<file path="src/hw/pcs_defines.svh">
// Constants of the program counter, return stack and indirect access block
// Behaviour
// Thirteen bit counter, low byte read/write
// Upper counter bits only from high latch
// Any reset clears the counter
// Low byte write loads upper from latch
// Jumps take top two bits from latch
// Software bumps latch on table wrap
// Eight entry thirteen bit return stack
// Stack pointer hidden from software
// Push on subroutine jump and interrupt
// Pop on return, literal and interrupt exits
// Push and pop leave latch unchanged
// Stack wraps circularly, oldest overwritten
// No overflow or underflow flag
// Indirect port reaches pointed location
// Self-pointing read zero, write dropped
// Bank bit above pointer forms address
// Reset entry zero, interrupt entry four
// Software keeps indirect bank bit clear
// Status bit five selects direct bank
// Counter steps by one per fetch
// Jump low eleven bits from instruction
`ifndef PCS_DEFINES_SVH
`define PCS_DEFINES_SVH
`define PCS_PC_W        13
`define PCS_RESET_VEC   13'h0000
`define PCS_INT_VEC     13'h0004
`define PCS_STK_DEPTH   8
`define PCS_STK_PTR_W   3
`define PCS_JMP_FIELD_W 11
`define PCS_IND_ADDR    7'h00
`define PCS_LATH_RST    5'h00
`define PCS_STAT_RST    8'h18
`define PCS_FSR_RST     8'h00
`define PCS_IRP_BIT     7
`define PCS_RP0_BIT     5
`define PCS_A_PCL       7'h02
`define PCS_A_STATUS    7'h03
`define PCS_A_FSR       7'h04
`define PCS_A_COUNTER_HIGH_LATCH    7'h0A
`endif

</file>
<file path="src/hw/pcs_pkg.sv">
// Types shared by the program counter block
package pcs_pkg;
    // Flow operation delivered by the decoder each instruction cycle
    typedef enum logic [2:0] {
        PCS_OP_NONE,
        PCS_OP_STEP,
        PCS_OP_JUMP,
        PCS_OP_CALL,
        PCS_OP_RET,
        PCS_OP_INT
    } pcs_op_e;
endpackage

</file>
<file path="src/hw/pcs_core.sv">
// Program counter, latch, pointer and data routing of the core
`timescale 1ns/1ns
`include "pcs_defines.svh"
module pcs_core (
    input  wire logic            mclk,
    input  wire logic            rst_n,
    input  wire logic            ce,
    input  wire pcs_pkg::pcs_op_e op,
    input  wire logic [10:0]     jump_field,
    input  wire logic [6:0]      file_addr,
    input  wire logic            file_wr,
    input  wire logic            file_rd,
    input  wire logic [7:0]      file_wdata,
    input  wire logic [7:0]      ram_rdata,
    output logic      [7:0]      file_rdata,
    output logic      [12:0]     program_counter,
    output logic      [8:0]      ram_addr,
    output logic                 ram_wr,
    output logic      [7:0]      ram_wdata,
    output logic      [7:0]      status_out
);
    import pcs_pkg::*;

    // State of the block apart from the return stack, which pcs_stack holds
    typedef struct packed {
        logic [12:0] pc;
        logic [4:0]  lath;
        logic [7:0]  fptr;
        logic [7:0]  stat;
        logic [7:0]  rdata;
        logic [8:0]  raddr;
        logic        rwr;
        logic [7:0]  rwdata;
        logic        rd_q;
    } pcs_core_s;

    pcs_core_s st_ff;   // Registered state
    pcs_core_s nxt_st;  // Next state

    logic [12:0] stk_top;    // Newest return address
    logic [8:0]  eff_addr;   // Resolved data address
    logic        self_ref;   // Pointer aimed at port
    logic        push;       // Stack push this cycle
    logic        pop;        // Stack pop this cycle
    logic        pcl_wr;     // Low byte written
    logic        reg_hit;    // Access hits a local register

    // Subroutine jump and interrupt both push
    assign push = (op == PCS_OP_CALL) || (op == PCS_OP_INT);
    // Only the single return operation pops
    assign pop  = (op == PCS_OP_RET);

    pcs_stack u_stack (
        .mclk     (mclk),
        .rst_n    (rst_n),
        .ce       (ce),
        .push     (push),
        .pop      (pop),
        .push_val (st_ff.pc),
        .top_val  (stk_top)
    );

    pcs_indirect u_ind (
        .file_addr    (file_addr),
        .file_pointer (st_ff.fptr),
        .status       (st_ff.stat),
        .eff_addr     (eff_addr),
        .self_ref     (self_ref)
    );

    // Next state: counter, local registers, data path
    always_comb begin
        nxt_st = st_ff;
        pcl_wr = 1'b0;
        reg_hit = 1'b0;
        nxt_st.rwr = 1'b0;
        nxt_st.rd_q = 1'b0;
        // Only the low seven bits name local registers
        if (self_ref) begin
            reg_hit = 1'b0;
        end else if (eff_addr[6:0] == `PCS_A_PCL ||
                     eff_addr[6:0] == `PCS_A_STATUS ||
                     eff_addr[6:0] == `PCS_A_FSR ||
                     eff_addr[6:0] == `PCS_A_COUNTER_HIGH_LATCH) begin
            reg_hit = 1'b1;
        end
        // Counter update per flow operation
        case (op)
            PCS_OP_STEP: begin
                nxt_st.pc = st_ff.pc + 13'h0001;
            end
            PCS_OP_JUMP,
            PCS_OP_CALL: begin
                // Latch bits 4:3 over eleven field bits
                nxt_st.pc = {st_ff.lath[4:3], jump_field};
            end
            PCS_OP_RET: begin
                nxt_st.pc = stk_top;  // Latch kept
            end
            PCS_OP_INT: begin
                nxt_st.pc = `PCS_INT_VEC;
            end
            default: begin
                nxt_st.pc = st_ff.pc;
            end
        endcase
        // Writes; self-pointing indirect writes are dropped
        if (file_wr && !self_ref) begin
            if (reg_hit) begin
                if (eff_addr[6:0] == `PCS_A_PCL) begin
                    // Whole upper part from latch, no carry
                    pcl_wr = 1'b1;
                    nxt_st.pc = {st_ff.lath, file_wdata};
                end else if (eff_addr[6:0] == `PCS_A_STATUS) begin
                    nxt_st.stat = file_wdata;
                end else if (eff_addr[6:0] == `PCS_A_FSR) begin
                    nxt_st.fptr = file_wdata;
                end else begin
                    nxt_st.lath = file_wdata[4:0];
                end
            end else begin
                nxt_st.rwr = 1'b1;
                nxt_st.raddr = eff_addr;
                nxt_st.rwdata = file_wdata;
            end
        end
        // Reads; upper counter bits never visible
        if (file_rd) begin
            nxt_st.raddr = eff_addr;
            nxt_st.rd_q = !reg_hit && !self_ref;
            if (self_ref) begin
                nxt_st.rdata = 8'h00;
            end else if (eff_addr[6:0] == `PCS_A_PCL) begin
                nxt_st.rdata = st_ff.pc[7:0];
            end else if (eff_addr[6:0] == `PCS_A_STATUS) begin
                nxt_st.rdata = st_ff.stat;
            end else if (eff_addr[6:0] == `PCS_A_FSR) begin
                nxt_st.rdata = st_ff.fptr;
            end else if (eff_addr[6:0] == `PCS_A_COUNTER_HIGH_LATCH) begin
                nxt_st.rdata = {3'h0, st_ff.lath};
            end else begin
                nxt_st.rdata = 8'h00;
            end
        end
    end

    // State register; reset clears the counter to the entry
    always_ff @(posedge mclk or negedge rst_n) begin
        if (!rst_n) begin
            st_ff <= '0;
            st_ff.pc <= `PCS_RESET_VEC;
            st_ff.lath <= `PCS_LATH_RST;
            st_ff.fptr <= `PCS_FSR_RST;
            st_ff.stat <= `PCS_STAT_RST;
        end else if (ce) begin
            st_ff <= nxt_st;
        end
    end

    // Memory reads pass external data straight through one cycle later
    assign file_rdata      = st_ff.rd_q ? ram_rdata : st_ff.rdata;
    assign program_counter = st_ff.pc;
    assign ram_addr        = st_ff.raddr;
    assign ram_wr          = st_ff.rwr;
    assign ram_wdata       = st_ff.rwdata;
    assign status_out      = st_ff.stat;
endmodule

</file>
<file path="src/hw/pcs_stack.sv">
// Eight entry circular return stack
`timescale 1ns/1ns
`include "pcs_defines.svh"
module pcs_stack (
    input  wire logic        mclk,
    input  wire logic        rst_n,
    input  wire logic        ce,
    input  wire logic        push,
    input  wire logic        pop,
    input  wire logic [12:0] push_val,
    output logic      [12:0] top_val
);
    import pcs_pkg::*;

    // Pointer and storage held together; eight slots of thirteen bits,
    // outside program and data space
    typedef struct packed {
        logic [`PCS_STK_PTR_W-1:0]                    ptr;
        logic [`PCS_STK_DEPTH-1:0][`PCS_PC_W-1:0]     mem;
    } pcs_stk_s;

    pcs_stk_s stk_ff;   // Registered state
    pcs_stk_s nxt_stk;  // Next state

    // Popped value is the newest entry, below the pointer
    assign top_val = stk_ff.mem[stk_ff.ptr - 3'h1];

    // Pointer wraps naturally, no overflow flag exists
    always_comb begin
        nxt_stk = stk_ff;
        if (push) begin
            nxt_stk.mem[stk_ff.ptr] = push_val;
            nxt_stk.ptr = stk_ff.ptr + 3'h1;
        end else if (pop) begin
            nxt_stk.ptr = stk_ff.ptr - 3'h1;
        end
    end

    // Pointer has no software path at all
    always_ff @(posedge mclk or negedge rst_n) begin
        if (!rst_n) begin
            stk_ff <= '0;
        end else if (ce) begin
            stk_ff <= nxt_stk;
        end
    end
endmodule

</file>
<file path="src/hw/pcs_indirect.sv">
// Indirect address former and bank selection
`timescale 1ns/1ns
`include "pcs_defines.svh"
module pcs_indirect (
    input  wire logic [6:0] file_addr,
    input  wire logic [7:0] file_pointer,
    input  wire logic [7:0] status,
    output logic      [8:0] eff_addr,
    output logic            self_ref
);
    import pcs_pkg::*;
    logic is_ind;  // Instruction names the indirect port

    // Port has no storage; pointer picks the real location
    always_comb begin
        is_ind = (file_addr == `PCS_IND_ADDR);
        if (is_ind) begin
            // Bank bit above the pointer
            eff_addr = {status[`PCS_IRP_BIT], file_pointer};
        end else begin
            // Direct bank from status bit five
            eff_addr = {1'b0, status[`PCS_RP0_BIT], file_addr};
        end
        // Pointer aimed at the port itself
        self_ref = is_ind && (file_pointer[6:0] == `PCS_IND_ADDR);
    end
endmodule

</file>
<file path="config.mk">
export PLATFORM = sky130hd
export DESIGN_NAME = pcs_core
export DESIGN_NICKNAME = d
export VERILOG_FILES = /design/src/hw/pcs_pkg.sv /design/src/hw/pcs_core.sv /design/src/hw/pcs_stack.sv /design/src/hw/pcs_indirect.sv
export VERILOG_INCLUDE_DIRS = /design/src /design/src/hw
export SDC_FILE = /design/constraint.sdc
export NUM_CORES = 1
export LEC_CHECK = 0
export BUFFER_PORTS_ARGS = -buffer_cell sky130_fd_sc_hd__buf_4
export CORE_MARGIN = 2
export CORE_UTILIZATION = 44
export CTS_BUF_LIST = sky130_fd_sc_hd__clkbuf_16
export DETAILED_ROUTE_END_ITERATION = 10
export GPL_TIMING_DRIVEN = 0
export HOLD_SLACK_MARGIN = 0.03
export PLACE_DENSITY = 0.73
export REMOVE_ABC_BUFFERS = 1
export SLEW_MARGIN = 20
export SYNTH_ARGS = -nofsm -noshare
export SYNTH_HDL_FRONTEND = slang
export SYNTH_SLANG_ARGS = --single-unit
</file>
<file path="constraint.sdc">
create_clock -name mclk -period 4.83 [get_ports mclk]
set_input_delay 0.483 -clock mclk [delete_from_list [all_inputs] [get_ports mclk]]
set_output_delay 0.483 -clock mclk [all_outputs]
set_load 0.02 [all_outputs]
</file>
# After elaboration in Yosys (flattened, before gate mapping)
# Index checks and enable logic that the tools add are counted.
# op_classes
n_bitwise	4
magnitude_cmp	3
mux	29
addsub	3
eq_ne	10
n_reduce_logical	23
# op_table
op	n
104-bit bitwise mux	1
34-bit 2-to-1 mux	2
8-bit 2-to-1 mux	7
13-bit 2-to-1 mux	4
13-bit one-hot mux with 4 select lines	1
13-bit binary-select mux with 3-bit select	1
13-bit demux with 3-bit select	1
18-bit 2-to-1 mux	2
21-bit 2-to-1 mux	1
9-bit 2-to-1 mux	2
7-bit by 2-bit == test with 1-bit output (second input constant)	2
7-bit logical NOT	2
13-bit by 1-bit adder with 13-bit output (second input constant)	1
6-bit AND reduction	2
5-bit 2-to-1 mux	2
3-bit by 4-bit less-than comparator with 1-bit output (second input constant)	2
7-bit by 3-bit == test with 1-bit output (second input constant)	1
7-bit by 4-bit == test with 1-bit output (second input constant)	1
3-bit by 2-bit == test with 1-bit output (second input constant)	2
3-bit == test (second input constant)	2
3-bit 2-to-1 mux	2
2-bit AND reduction	3
3-bit AND reduction	2
5-bit AND reduction	1
other kinds (12)	25
# word_totals
elab_cells	90
out_inout_bits	47
in_bits	42
register_bits	168

# Logic depth before layout (Yosys ltp)
# Gate-level depths: netlist of run 1.
# depth
depth_word	11
depth_mapped	11
ltp_nobuf	7

# By module
# Synthesis of run 1 repeated with hierarchy kept, for this count alone.
# unflattened
hier_cells	783
hier_area_um2	9083.7
# by_module_without_submodules
mod	area_each_um2	n_inst	cells_per_inst	seq_area_each_um2
pcs_stack	5180.0	1	385	2677.6
pcs_core	3768.6	1	384	1529.0
pcs_indirect	135.1	1	14	0.0

# Worst setup path after synthesis of run 1
# OpenSTA, ideal clock, no wires.
# synth_timing
path_kind	reg-to-reg
startpoint	register u_stack.stk_ff[104] in the netlist's numbering
endpoint	register st_ff, in the netlist program_counter[5]
stages_incl_launch_ff	11
slack_ns	2.165
period_less_slack_ns	2.665
t_arrival_ns	2.543
n_path_buf	4
setup_time_ns	0.123
cell_sequence	dfrtp_1 -> buf_2 -> clkinv_1 -> ha_1 -> buf_2 -> buf_2 -> buf_1 -> mux4_2 -> mux2i_1 -> o211ai_1 -> o221a_2
# synth_between
elab_chain_cells	7
# synth_lines
element	line_no	text
from (decl)	pcs_stack.sv:22	pcs_stk_s stk_ff;
from (signal assigned)	pcs_stack.sv:44	stk_ff <= nxt_stk;
3-bit by 1-bit subtractor with 3-bit output (*)	pcs_stack.sv:26	assign top_val = stk_ff.mem[stk_ff.ptr - 3'h1];
13-bit binary-select mux with 3-bit select (*)	pcs_stack.sv:26	
13-bit 2-to-1 mux (not written as such) (*)	pcs_stack.sv:26	
13-bit one-hot mux with 4 select lines (*)	pcs_core.sv:88	case (op)
13-bit 2-to-1 mux	pcs_core.sv:110	if (eff_addr[6:0] == `PCS_A_PCL) begin
34-bit 2-to-1 mux	pcs_core.sv:109	if (reg_hit) begin
34-bit 2-to-1 mux (*)	pcs_core.sv:108	if (file_wr && !self_ref) begin
to (signal assigned)	pcs_core.sv:156	st_ff <= nxt_st;
to (decl)	pcs_core.sv:37	pcs_core_s st_ff;
# Every way passes the cells marked *; elsewhere a longest branch is shown, timed or not. The select of a mux whose other input is x is not followed.
# A chain may end at the register's enable or synchronous reset.

# Worst setup path in the final report of run 1
# layout_timing
startpoint	register u_stack.stk_ff[104] in the netlist's numbering
endpoint	register st_ff, in the netlist program_counter[2]
# Same word-level chain as after synthesis.

==> flow_summary.yaml, run 1 <==
run_status:
  status: "completed"
finish:
  seq_area_um2: 4208
  multi_input_area_um2: 4215
  n_antenna_cell: 0
  drive_above_1_share: 0.4163
  fin_util: 0.5068
  fill_cells: 1785
  areaGrowthSynthToFinish_pct: 13.74
  nets: 803
global_routing:
  grt_use_total: 0.2107
  grt_pass1_wl_um: 35360
  grt_max_degree: 96
  grt_pass1_vias: 6236
  antenna_found_initial: 0
  grt_overflow_total: 0
pwr:
  p_clk_frac: 0.254
  ir_drop_mv: 0.2724
  p_leak_nw: 4.538
  comb_power_share: 0.338
  seqPwrFrac: 0.408
  p_switching_mw: 1.789
  p_int_mw: 3.624
  switching_share: 0.3305
  p_per_area_nw_per_um2: 529.6
place:
  place_congestion: 0.8970
  dp_hpwl_um: 15070
  port_buffers: 88
cts:
  h-tree-depth: 4
  cts-hold-fix-buffers: 0
  clk_path_buf_depth: 2
  clock-root-buffer: "clkbuf_16"
  cts_sinks: 168
  cts_inserted_buffers: 17
  post_cts.repair.setup_buffers: 0
  post_cts_resized: 0
  cts_tree: "built"
  clock_latency_ps: 430
  path_clk_slew_ps: 70
sta:
  period_share: 0.6626
  relSlewSlack: 0.3972
  setup_viol: 0
  tightest_slew_ps: 903.2
  final_hold_viol_count: 0
  fin_worst_skew_ps: 9.560
  fin_crit_ps: 3200
  grt_setup_unrepaired: "false"
  tns_ps: 0
  max_clock_freq_ghz: 0.3125
  final_max_slew_viol_count: 0
critical_path:
  crit_required_ps: 5140
  worstSetupStartpoint: "u_stack.stk_ff[104]$_DFFE_PN0P_"
  cp_slowest_stage_delay_ps: 820
  path_cells: "clkinv_1 -> ha_2 -> buf_16 -> mux4_2 -> mux2_2 -> o22ai_1 -> nor2_1 -> o32a_1"
  critPathCaptureType: "flip-flop"
  critical-path-top-delay-family: "adder cells"
  r2r_setup_slack_ps: 1630
  cp_num_buf_inv: 2
  critPathSlowestCell: "ha_2"
  critical_path_class: "reg -> reg"
  r2r_start: "u_stack.stk_ff[104]$_DFFE_PN0P_"
  start_kind: "flip-flop"
  cp_max_fo: 17
  worstPathArrival_ps: 3510
route:
  ant_nets: 0
  dr.pass1.iters: 5
  drt-initial-drc-count: 649
  vias: 6076
  vias_per_cell: 5.837
  drc: 0
  wirelength_um: 21980
  wl_per_cell_um: 21.12
hold_path:
  min_path_type: "in -> async"
yosys:
  async_flop_share: 1.000
  avgSynthCellArea_um2: 12.28
  ys.flop_type: "dfrtp_1"
  synth_largest_area_cell: "dfrtp_1"
  ys_seq_area_frac: 0.4680
  synth-edff-count: 0
  syn-cell-area_um2: 8987
  synthCells: 732
  ys_types: 73
  yosysTopAreaCellShare: 0.4622
  yosys-top-cells-area: "dfrtp_1 (46%), mux2_2 (16%), mux4_2 (6.0%), buf_4 (3.6%), nand2_1 (1.8%)"
  synth-seq-cells: 168
  yosysWarnings: 0
floorplanning:
  dieArea_um2: 21590
  io_pins: 89
  die_w_um: 146.9
  core-area_um2: 20170
  row_count: 52
  start_util: 0.4456
  die_y_um: 146.9
run:
  maxCapViolCount: 0
-- final cells by class --
cell class | count | area share
clock buffers | 17 | 0.04162
clock inverters | 15 | 0.01616
inverters | 21 | 0.007711
multi-input cells | 454 | 0.4124
flip-flops and latches | 168 | 0.4116
well taps | 270 | 0.03305
repair buffers | 96 | 0.07748
-- synthesized netlist by cell type, types with 5 or more instances --
cell type and n:
a21oi_1 16, xor2_1 5, mux4_2 24, o22ai_1 8, mux2i_1 14, xnor2_1 6, a21o_1 12, mux2_2 130
nor2_1 20, a22o_1 5, a221oi_1 7, buf_2 18, dfrtp_1 166, nand3_1 9, mux2_1 10, nand4_1 7
inv_1 20, mux2_4 8, nand2_1 42, and3_1 5, o21ai_0 19, clkbuf_1 25, buf_4 43, a211oi_1 6
nor3_1 12
-- routing by layer --
layer	vias up	routed length, um	GRT usage
li1	2714	-	-
met1	3134	9290	0.2831
met2	186	10980	0.3446
met3	42	1106	0.03727
met4	0	603	0.07885
met5	-	0	0
-- kinds of logic after synthesis --
logic type      count (synthesis)  synth area share
mux                           186            0.2645
flops                         168            0.4680
xor+xnor                       12           0.01253
buf+inv                       110           0.06724
fa+ha+maj                       3          0.004177
compound gates                119            0.1001
simple gates                  134           0.08339
-- flip-flops by register name, summed over array words and instances, names as in the netlist --
| signal | cells |
|---|---|
| program_counter | 13 |
| u_stack.stk_ff | 107 |
| ram_wr | 1 |
| st_ff | 22 |
| status_out | 8 |
| ram_wdata | 8 |
| ram_addr | 9 |
-- power groups by stage --
stage / clock, mW / combinational, mW / sequential, mW
after floorplan: 0 / 1.21 / 2.19
after global routing: 1.46 / 1.97 / 2.27
after detailed placement: 0 / 1.83 / 2.23
final: 1.37 / 1.83 / 2.21
after CTS: 1.39 / 1.84 / 2.20
after global placement: 0 / 1.67 / 2.24
-- stage by stage --
step | cell area [um2] | instances | power, mW | hold slack (ps) | worst slack (ps)
after floorplan | 8462 | 643 | 3.399 | 187.4 | 911.9
after global placement | 9460 | 1001 | 3.910 | 464.4 | -382.6
after detailed placement | 9632 | 1009 | 4.059 | 471.3 | 1671
after CTS | 10220 | 1041 | 5.430 | 39.19 | 1651
after global routing | 10220 | 1041 | 5.699 | 53.66 | 1566
final | 10220 | 1041 | 5.413 | 5.145 | 1630
-- final timing paths --
check / endpoint / depth (start not counted)
min in group mclk: ram_wdata[4]$_DFFE_PN0P_ / 2
min: ram_addr[3]$_DFFE_PN0P_ / 1
max: program_counter[2]$_DFFE_PN0P_ / 8
min reg2reg: ram_wr$_DFFE_PN0P_ / 1
max in group asynchronous: program_counter[1]$_DFFE_PN0P_ / 2
max reg2reg: program_counter[2]$_DFFE_PN0P_ / 8
-- cell usage in the layout, fill, tap and decap left out, types with 6 or more instances in the layout --
cell       instances
dfrtp_1          165
mux2_2           130
buf_4             90
nand2_1           42
mux4_2            24
inv_1             20
o21ai_0           19
nor2_1            17
clkbuf_16         17
a21oi_1           16
mux2i_1           14
a21o_1            12
mux2_1            10
nor3_1             9
nand3_1            9
o22ai_1            8
mux2_4             8
nand4_1            7
a221oi_1           7
xnor2_1            6
a211oi_1           6
Power figures use the tool's default switching activity.
==> run 2, diff against run 1 <==
--- a/config.mk
+++ b/config.mk
@@ -6,6 +6,7 @@
 export SDC_FILE = /design/constraint.sdc
 export NUM_CORES = 1
 export LEC_CHECK = 0
+export ABC_AREA = 1
 export BUFFER_PORTS_ARGS = -buffer_cell sky130_fd_sc_hd__buf_4
 export CORE_MARGIN = 2
 export CORE_UTILIZATION = 44
@@ -13,7 +14,7 @@
 export DETAILED_ROUTE_END_ITERATION = 10
 export GPL_TIMING_DRIVEN = 0
 export HOLD_SLACK_MARGIN = 0.03
-export PLACE_DENSITY = 0.73
+export PLACE_DENSITY = 0.76
 export REMOVE_ABC_BUFFERS = 1
 export SLEW_MARGIN = 20
 export SYNTH_ARGS = -nofsm -noshare
==> constraint.sdc (replaced) <==
create_clock -name mclk -period 2.6 [get_ports mclk]
set_input_delay 0.26 -clock mclk [delete_from_list [all_inputs] [get_ports mclk]]
set_output_delay 0.26 -clock mclk [all_outputs]
set_load 0.02 [all_outputs]
==> run 2 against run 1 <==
Register-to-register slack worse by 1500 ps. Die area increased by 2.3%. Count of clock-buffer cells in the layout did not move. Synthesized cell count up 65%. Core utilization is 1.3 points higher. Worst setup slack got worse by 1500 ps. First-iteration DRC count increased by 29%. Synthesized area rose by 2.3%. Critical endpoint is now program_counter[10]$_DFFE_PN0P_.
==> flow_summary.yaml, run 2 <==
critical_path:
  cp_slowest_stage_delay_ps: 530
  critPathSlowestCell: "dfrtp_4"
  cpMostUsedCell: "nand2_1"
  worstPathArrival_ps: 2810
  cp_max_fo: 24
  start_kind: "flip-flop"
  crit_required_ps: 2920
  critical_path_class: "reg -> reg"
  path_cells: "inv_8 -> buf_16 -> ha_4 -> xnor2_4 -> clkinvlp_4 -> buf_4 -> nand3_1 -> nand3_1 -> nand4_1 -> nand2_1 -> nand2_1 -> nand2_1 -> nand2_1 -> nand2_1 -> nand2_1"
  critPathCaptureType: "flip-flop"
  rr_worst_depth: 15
yosys:
  synthCells: 1205
  synthTopCellsByCount: "nand2_1 (413), dfrtp_1 (166), o21ai_0 (161)"
  yosys-top-cells-area: "dfrtp_1 (45%), nand2_1 (17%), o21ai_0 (8.8%), nor2_1 (4.6%), buf_4 (3.3%)"
  async_flop_share: 1.000
  syn-cell-area_um2: 9196
  synth_largest_area_cell: "dfrtp_1"
  synth-seq-cells: 168
  ys_types: 42
  ys.flop_type: "dfrtp_1"
  yosysWarnings: 0
  yosysTopAreaCellShare: 0.4517
  avgSynthCellArea_um2: 7.632
  synth.most_common_cell: "nand2_1"
  ys_seq_area_frac: 0.4574
  synth-edff-count: 0
place:
  port_buffers: 88
  place_congestion: 0.8865
  dp_hpwl_um: 16560
finish:
  nets: 1278
  fill_cells: 1922
  multi_input_area_um2: 4237
  drive_above_1_share: 0.1653
  layout_common_cells: "nand2_1 (412), dfrtp_1 (164), o21ai_0 (161), nor2_1 (113), buf_4 (96)"
  areaGrowthSynthToFinish_pct: 15.01
  final_common_cell: "nand2_1"
  seq_area_um2: 4212
  regMostFlops: "u_stack.stk_ff"
  largest_register_ffs: 107
  n_antenna_cell: 0
sta:
  max_clock_freq_ghz: 0.4011
  final_hold_viol_count: 0
  setup_viol: 0
  fin_worst_skew_ps: 11.05
  final_max_slew_viol_count: 0
  hold_slack_ps: 94.04
  fin_crit_ps: 2493
  period_share: 0.9590
  tightest_slew_ps: 846.9
  relSlewSlack: 0.4319
  tns_ps: 0
hold_path:
  whs_path_depth: 3
  min_path_type: "in -> reg"
route:
  wl_per_cell_um: 17.35
  vias: 8421
  drt-initial-drc-count: 835
  ant_nets: 0
  vias_per_cell: 5.555
  drc: 0
  dr.pass1.iters: 5
  wirelength_um: 26310
cts:
  cts_sinks: 168
  h-tree-depth: 4
  cts_inserted_buffers: 17
  clock-root-buffer: "clkbuf_16"
  path_clk_slew_ps: 70
  clock_latency_ps: 440
  cts_tree: "built"
  clk_path_buf_depth: 2
pwr:
  ir_drop_mv: 0.7227
  p_leak_nw: 5.155
  p_per_area_nw_per_um2: 1019
  power_mw: 10.77
floorplanning:
  io_pins: 89
  start_util: 0.4516
  dieArea_um2: 22070
  core-area_um2: 20360
  die_y_um: 148.6
  row_count: 52
  die_w_um: 148.6
global_routing:
  grt_pass1_wl_um: 42590
  grt_pass1_vias: 8011
  grt_overflow_total: 0
  grt_use_total: 0.2462
  grt_max_degree: 99
  antenna_found_initial: 0
run_status:
  status: "completed"
run:
  maxCapViolCount: 0
==> run 2: cell types whose count changed after synthesis, moves of 13 or more <==
cell,before,now
a21oi_1,16,2
inv_1,20,50
mux2_2,130,0
mux2i_1,14,0
mux4_2,24,0
nand2_1,42,413
nand2_2,0,13
nand3_1,9,59
nor2_1,20,113
o211ai_1,1,16
o21ai_0,19,161
o21ai_1,4,25
==> run 2: cells by family after synthesis <==
| group | share of synthesized area |
|---|---|
| AND/OR/NAND/NOR | 0.3186 |
| AO/OA/AOI/OAI | 0.1308 |
| flip-flops | 0.4574 |
| buffers and inverters | 0.08639 |
| adder cells (fa/ha/maj) | 0.004082 |
| XOR/XNOR | 0.002722 |
==> run 2: metrics by stage <==
stage	utilization	area [um2]	std cells	setup slack (ps)
finish	0.5194	10580	1516	106.7
global route	0.5194	10580	1516	-24.31
CTS	0.5165	10520	1513	2.648
detailed placement	0.4807	9789	1473	-1622
global placement	0.4730	9632	1466	-5177
floorplan	-	8633	1108	-2106
==> run 2: report_power, final <==
group          total (mW)  leakage (nW)  internal, mW  switching, mW
registers            3.83          2.25          3.26          0.572
logic                4.28          2.61          1.60           2.68
clock network        2.66         0.301          1.53           1.13
total                10.8          5.15          6.39           4.38
==> run 2: layer usage <==
layer | track usage | vias up | part of all wire
met5 | 0 | - | 0
met3 | 0.05890 | 57 | 0.10
met4 | 0.08143 | 0 | 0.026
met1 | 0.3467 | 4004 | 0.42
li1 | - | 3939 | -
met2 | 0.3757 | 421 | 0.45
==> run 2: layout make-up <==
| class | count | area share |
|---|---|---|
| clock buffer | 17 | 0.04022 |
| clock inverter | 15 | 0.01798 |
| inverter | 61 | 0.02342 |
| multi-input combinational | 879 | 0.4006 |
| sequential | 168 | 0.3982 |
| tap | 270 | 0.03194 |
| timing repair buffer | 106 | 0.08766 |
==> run 2: repair_timing <==
action,CTS,global route
hold endpoints to repair,97,0
pin swaps,2,1
resized for setup,7,6
hold buffers,1,0
endpoints found under the setup margin,15,30
gates cloned,0,1
setup buffers,7,2
==> run 2: worst max-delay path: cells and delay by family, from the launching register on <==
family        cells  cell delay (ps)
fa+ha+maj         1              170
xor+xnor          1              100
simple gates      9              840
buf+inv           4              710
flops             1              530
==> run 2: path summary, 6_finish.rpt <==
path	from	endpoint	slack, ps
worst max-delay path	u_stack.stk_ff[104]$_DFFE_PN0P_	program_counter[10]$_DFFE_PN0P_	110
min in group asynchronous	rst_n	u_stack.stk_ff[28]$_DFFE_PN0P_	420
worst max register to register	u_stack.stk_ff[104]$_DFFE_PN0P_	program_counter[10]$_DFFE_PN0P_	110
max in group asynchronous	rst_n	status_out[3]$_DFFE_PN1P_	1390
worst min-delay path	file_wdata[4]	status_out[4]$_DFFE_PN1P_	90
worst min register to register	st_ff[22]$_DFFE_PN0P_	st_ff[22]$_DFFE_PN0P_	480
==> run 3, diff against run 2 <==
--- a/config.mk
+++ b/config.mk
@@ -7,14 +7,14 @@
 export NUM_CORES = 1
 export LEC_CHECK = 0
 export ABC_AREA = 1
-export BUFFER_PORTS_ARGS = -buffer_cell sky130_fd_sc_hd__buf_4
 export CORE_MARGIN = 2
 export CORE_UTILIZATION = 44
 export CTS_BUF_LIST = sky130_fd_sc_hd__clkbuf_16
 export DETAILED_ROUTE_END_ITERATION = 10
+export DONT_BUFFER_PORTS = 1
 export GPL_TIMING_DRIVEN = 0
 export HOLD_SLACK_MARGIN = 0.03
-export PLACE_DENSITY = 0.76
+export PLACE_DENSITY = 0.72
 export REMOVE_ABC_BUFFERS = 1
 export SLEW_MARGIN = 20
 export SYNTH_ARGS = -nofsm -noshare
==> run 3 against run 2 <==
The run now ends with hold timing left. Critical path type unchanged. Total power decreased by 4.9%. Global-route usage shrank 0.51 points. First-iteration DRC count stayed put. Combinational power is 11% lower. Sequential share of layout area rose by 2.7 points.
==> flow_summary.yaml, run 3 (synthesis gave the netlist of run 2 again) <==
pwr:
  seqPwrFrac: 0.386
  p_leak_nw: 4.712
  switching_share: 0.4165
  comb_power_share: 0.371
  p_int_mw: 5.978
  p_switching_mw: 4.266
  p_clk_frac: 0.243
  ir_drop_mv: 0.5378
  p_per_area_nw_per_um2: 1033
  power_mw: 10.24
place:
  dp_hpwl_um: 15840
  dp_slack_ps: -1530
  placed_cell_area_um2: 9037
  dpl.cell_count: 1382
  port_buffers: 0
  place_congestion: 0.8826
sta:
  grt_setup_unrepaired: "false"
  fin_worst_skew_ps: 13.15
  tns_ps: 0
  fin_crit_ps: 2390
  period_share: 0.9194
  max_clock_freq_ghz: 0.4183
  worst_slack_ps: 209.6
  relSlewSlack: 0.4198
  final_max_slew_viol_count: 0
  setup_viol: 0
  hold_slack_ps: -484.4
  tightest_slew_ps: 865.0
  final_hold_viol_count: 168
global_routing:
  grt_pass1_wl_um: 41310
  grt_use_total: 0.2411
  grt_max_degree: 169
  antenna_found_initial: 1
  grt_overflow_total: 0
  grt_pass1_vias: 7498
route:
  vias: 7921
  dr.pass1.iters: 5
  ant_nets: 0
  wl_per_cell_um: 18.08
  vias_per_cell: 5.497
  wirelength_um: 26060
  drc: 0
  drt-initial-drc-count: 835
cts:
  cts_tree: "built"
  path_clk_slew_ps: 70
  clock_latency_ps: 440
  clock-root-buffer: "clkbuf_16"
  clk_path_buf_depth: 2
  cts_inserted_buffers: 17
  cts-hold-fix-buffers: 12
  h-tree-depth: 4
  cts_sinks: 168
critical_path:
  worstSetupStartpoint: "u_stack.stk_ff[104]$_DFFE_PN0P_"
  r2r_start: "u_stack.stk_ff[104]$_DFFE_PN0P_"
  worstPathArrival_ps: 2760
  critPathCaptureType: "flip-flop"
  start_kind: "flip-flop"
  crit_required_ps: 2970
  critical_path_class: "reg -> reg"
  cp_max_fo: 29
floorplanning:
  io_pins: 89
  die_y_um: 148.6
  row_count: 52
  die_w_um: 148.6
  start_util: 0.4516
  dieArea_um2: 22070
  core-area_um2: 20360
finish:
  instances_no_fill: 1441
  final_common_cell: "nand2_1"
  largest_register_ffs: 107
  drive_above_1_share: 0.1043
  design_area_um2: 9920
  multi_input_area_um2: 4237
  seq_area_um2: 4214
  layout_common_cells: "nand2_1 (412), dfrtp_1 (162), o21ai_0 (161), nor2_1 (113), nand3_1 (59)"
  regMostFlops: "u_stack.stk_ff"
  areaGrowthSynthToFinish_pct: 7.864
  fill_cells: 1957
  fin_util: 0.4871
  nets: 1202
run:
  maxCapViolCount: 0
run_status:
  violations: "hold timing"
  status: "finished, violations left"
hold_path:
  min_path_type: "in -> async"
[run 3: metal layers]
metal | global-route usage | vias to the layer above | part of all wire
met5 | 0 | - | 0
met2 | 0.3604 | 319 | 0.44
met4 | 0.1076 | 0 | 0.034
met3 | 0.07239 | 56 | 0.097
met1 | 0.3248 | 3768 | 0.43
li1 | - | 3778 | -
[run 3: final timing paths]
path / end / slack (ps) / cells after the start
setup / recovery: program_counter[8]$_DFFE_PN0P_ / 210 / 14
hold / removal: u_stack.stk_ff[47]$_DFFE_PN0P_ / -480 / 0
setup reg to reg: program_counter[8]$_DFFE_PN0P_ / 210 / 14
hold reg to reg: st_ff[20]$_DFFE_PN0P_ / 480 / 2
max in group asynchronous: u_stack.stk_ff[104]$_DFFE_PN0P_ / 2680 / 0
min in group mclk: ram_wdata[4]$_DFFE_PN0P_ / 50 / 2
[run 3: power groups by stage]
stage	Combinational (mW)	Sequential [mW]	Clock, mW
after floorplan	2.32	3.87	0
after CTS	3.62	3.95	2.51
after global placement	3.01	4.08	0
final	3.80	3.96	2.49
after detailed placement	3.13	4.12	0
after global routing	4.26	4.04	2.63
[run 3: repair_timing]
action | in CTS | in global routing
cloned | 0 | 1
pin swaps | 1 | 1
gates resized for setup | 10 | 6
endpoints found under the hold margin | 199 | 168
endpoints found under the setup margin | 15 | 31
setup buffers | 7 | 6
[run 3: area by class of cell]
| type | count | share of cell area |
|---|---|---|
| multi-input combinational | 879 | 0.4271 |
| sequential | 168 | 0.4248 |
| clock buffer | 17 | 0.04289 |
| tap | 270 | 0.03406 |
| timing repair buffer | 29 | 0.02825 |
| inverter | 61 | 0.02712 |
| clock inverter | 15 | 0.01438 |
| timing repair inverter | 1 | 0.001135 |
| antenna | 1 | 0.0002523 |
[run 3: critical path, cell delays in order, from the launching register on]
cell	delay (ps)
dfrtp_4	530
clkinv_16	130
ha_4	200
xnor2_4	280
clkinvlp_4	150
buf_4	200
o211ai_1	110
nand3_1	120
nand3b_1	160
nand2_1	70
nand2_1	80
nand2_1	50
nand2_1	80
nand2_1	50
nand2_1	80
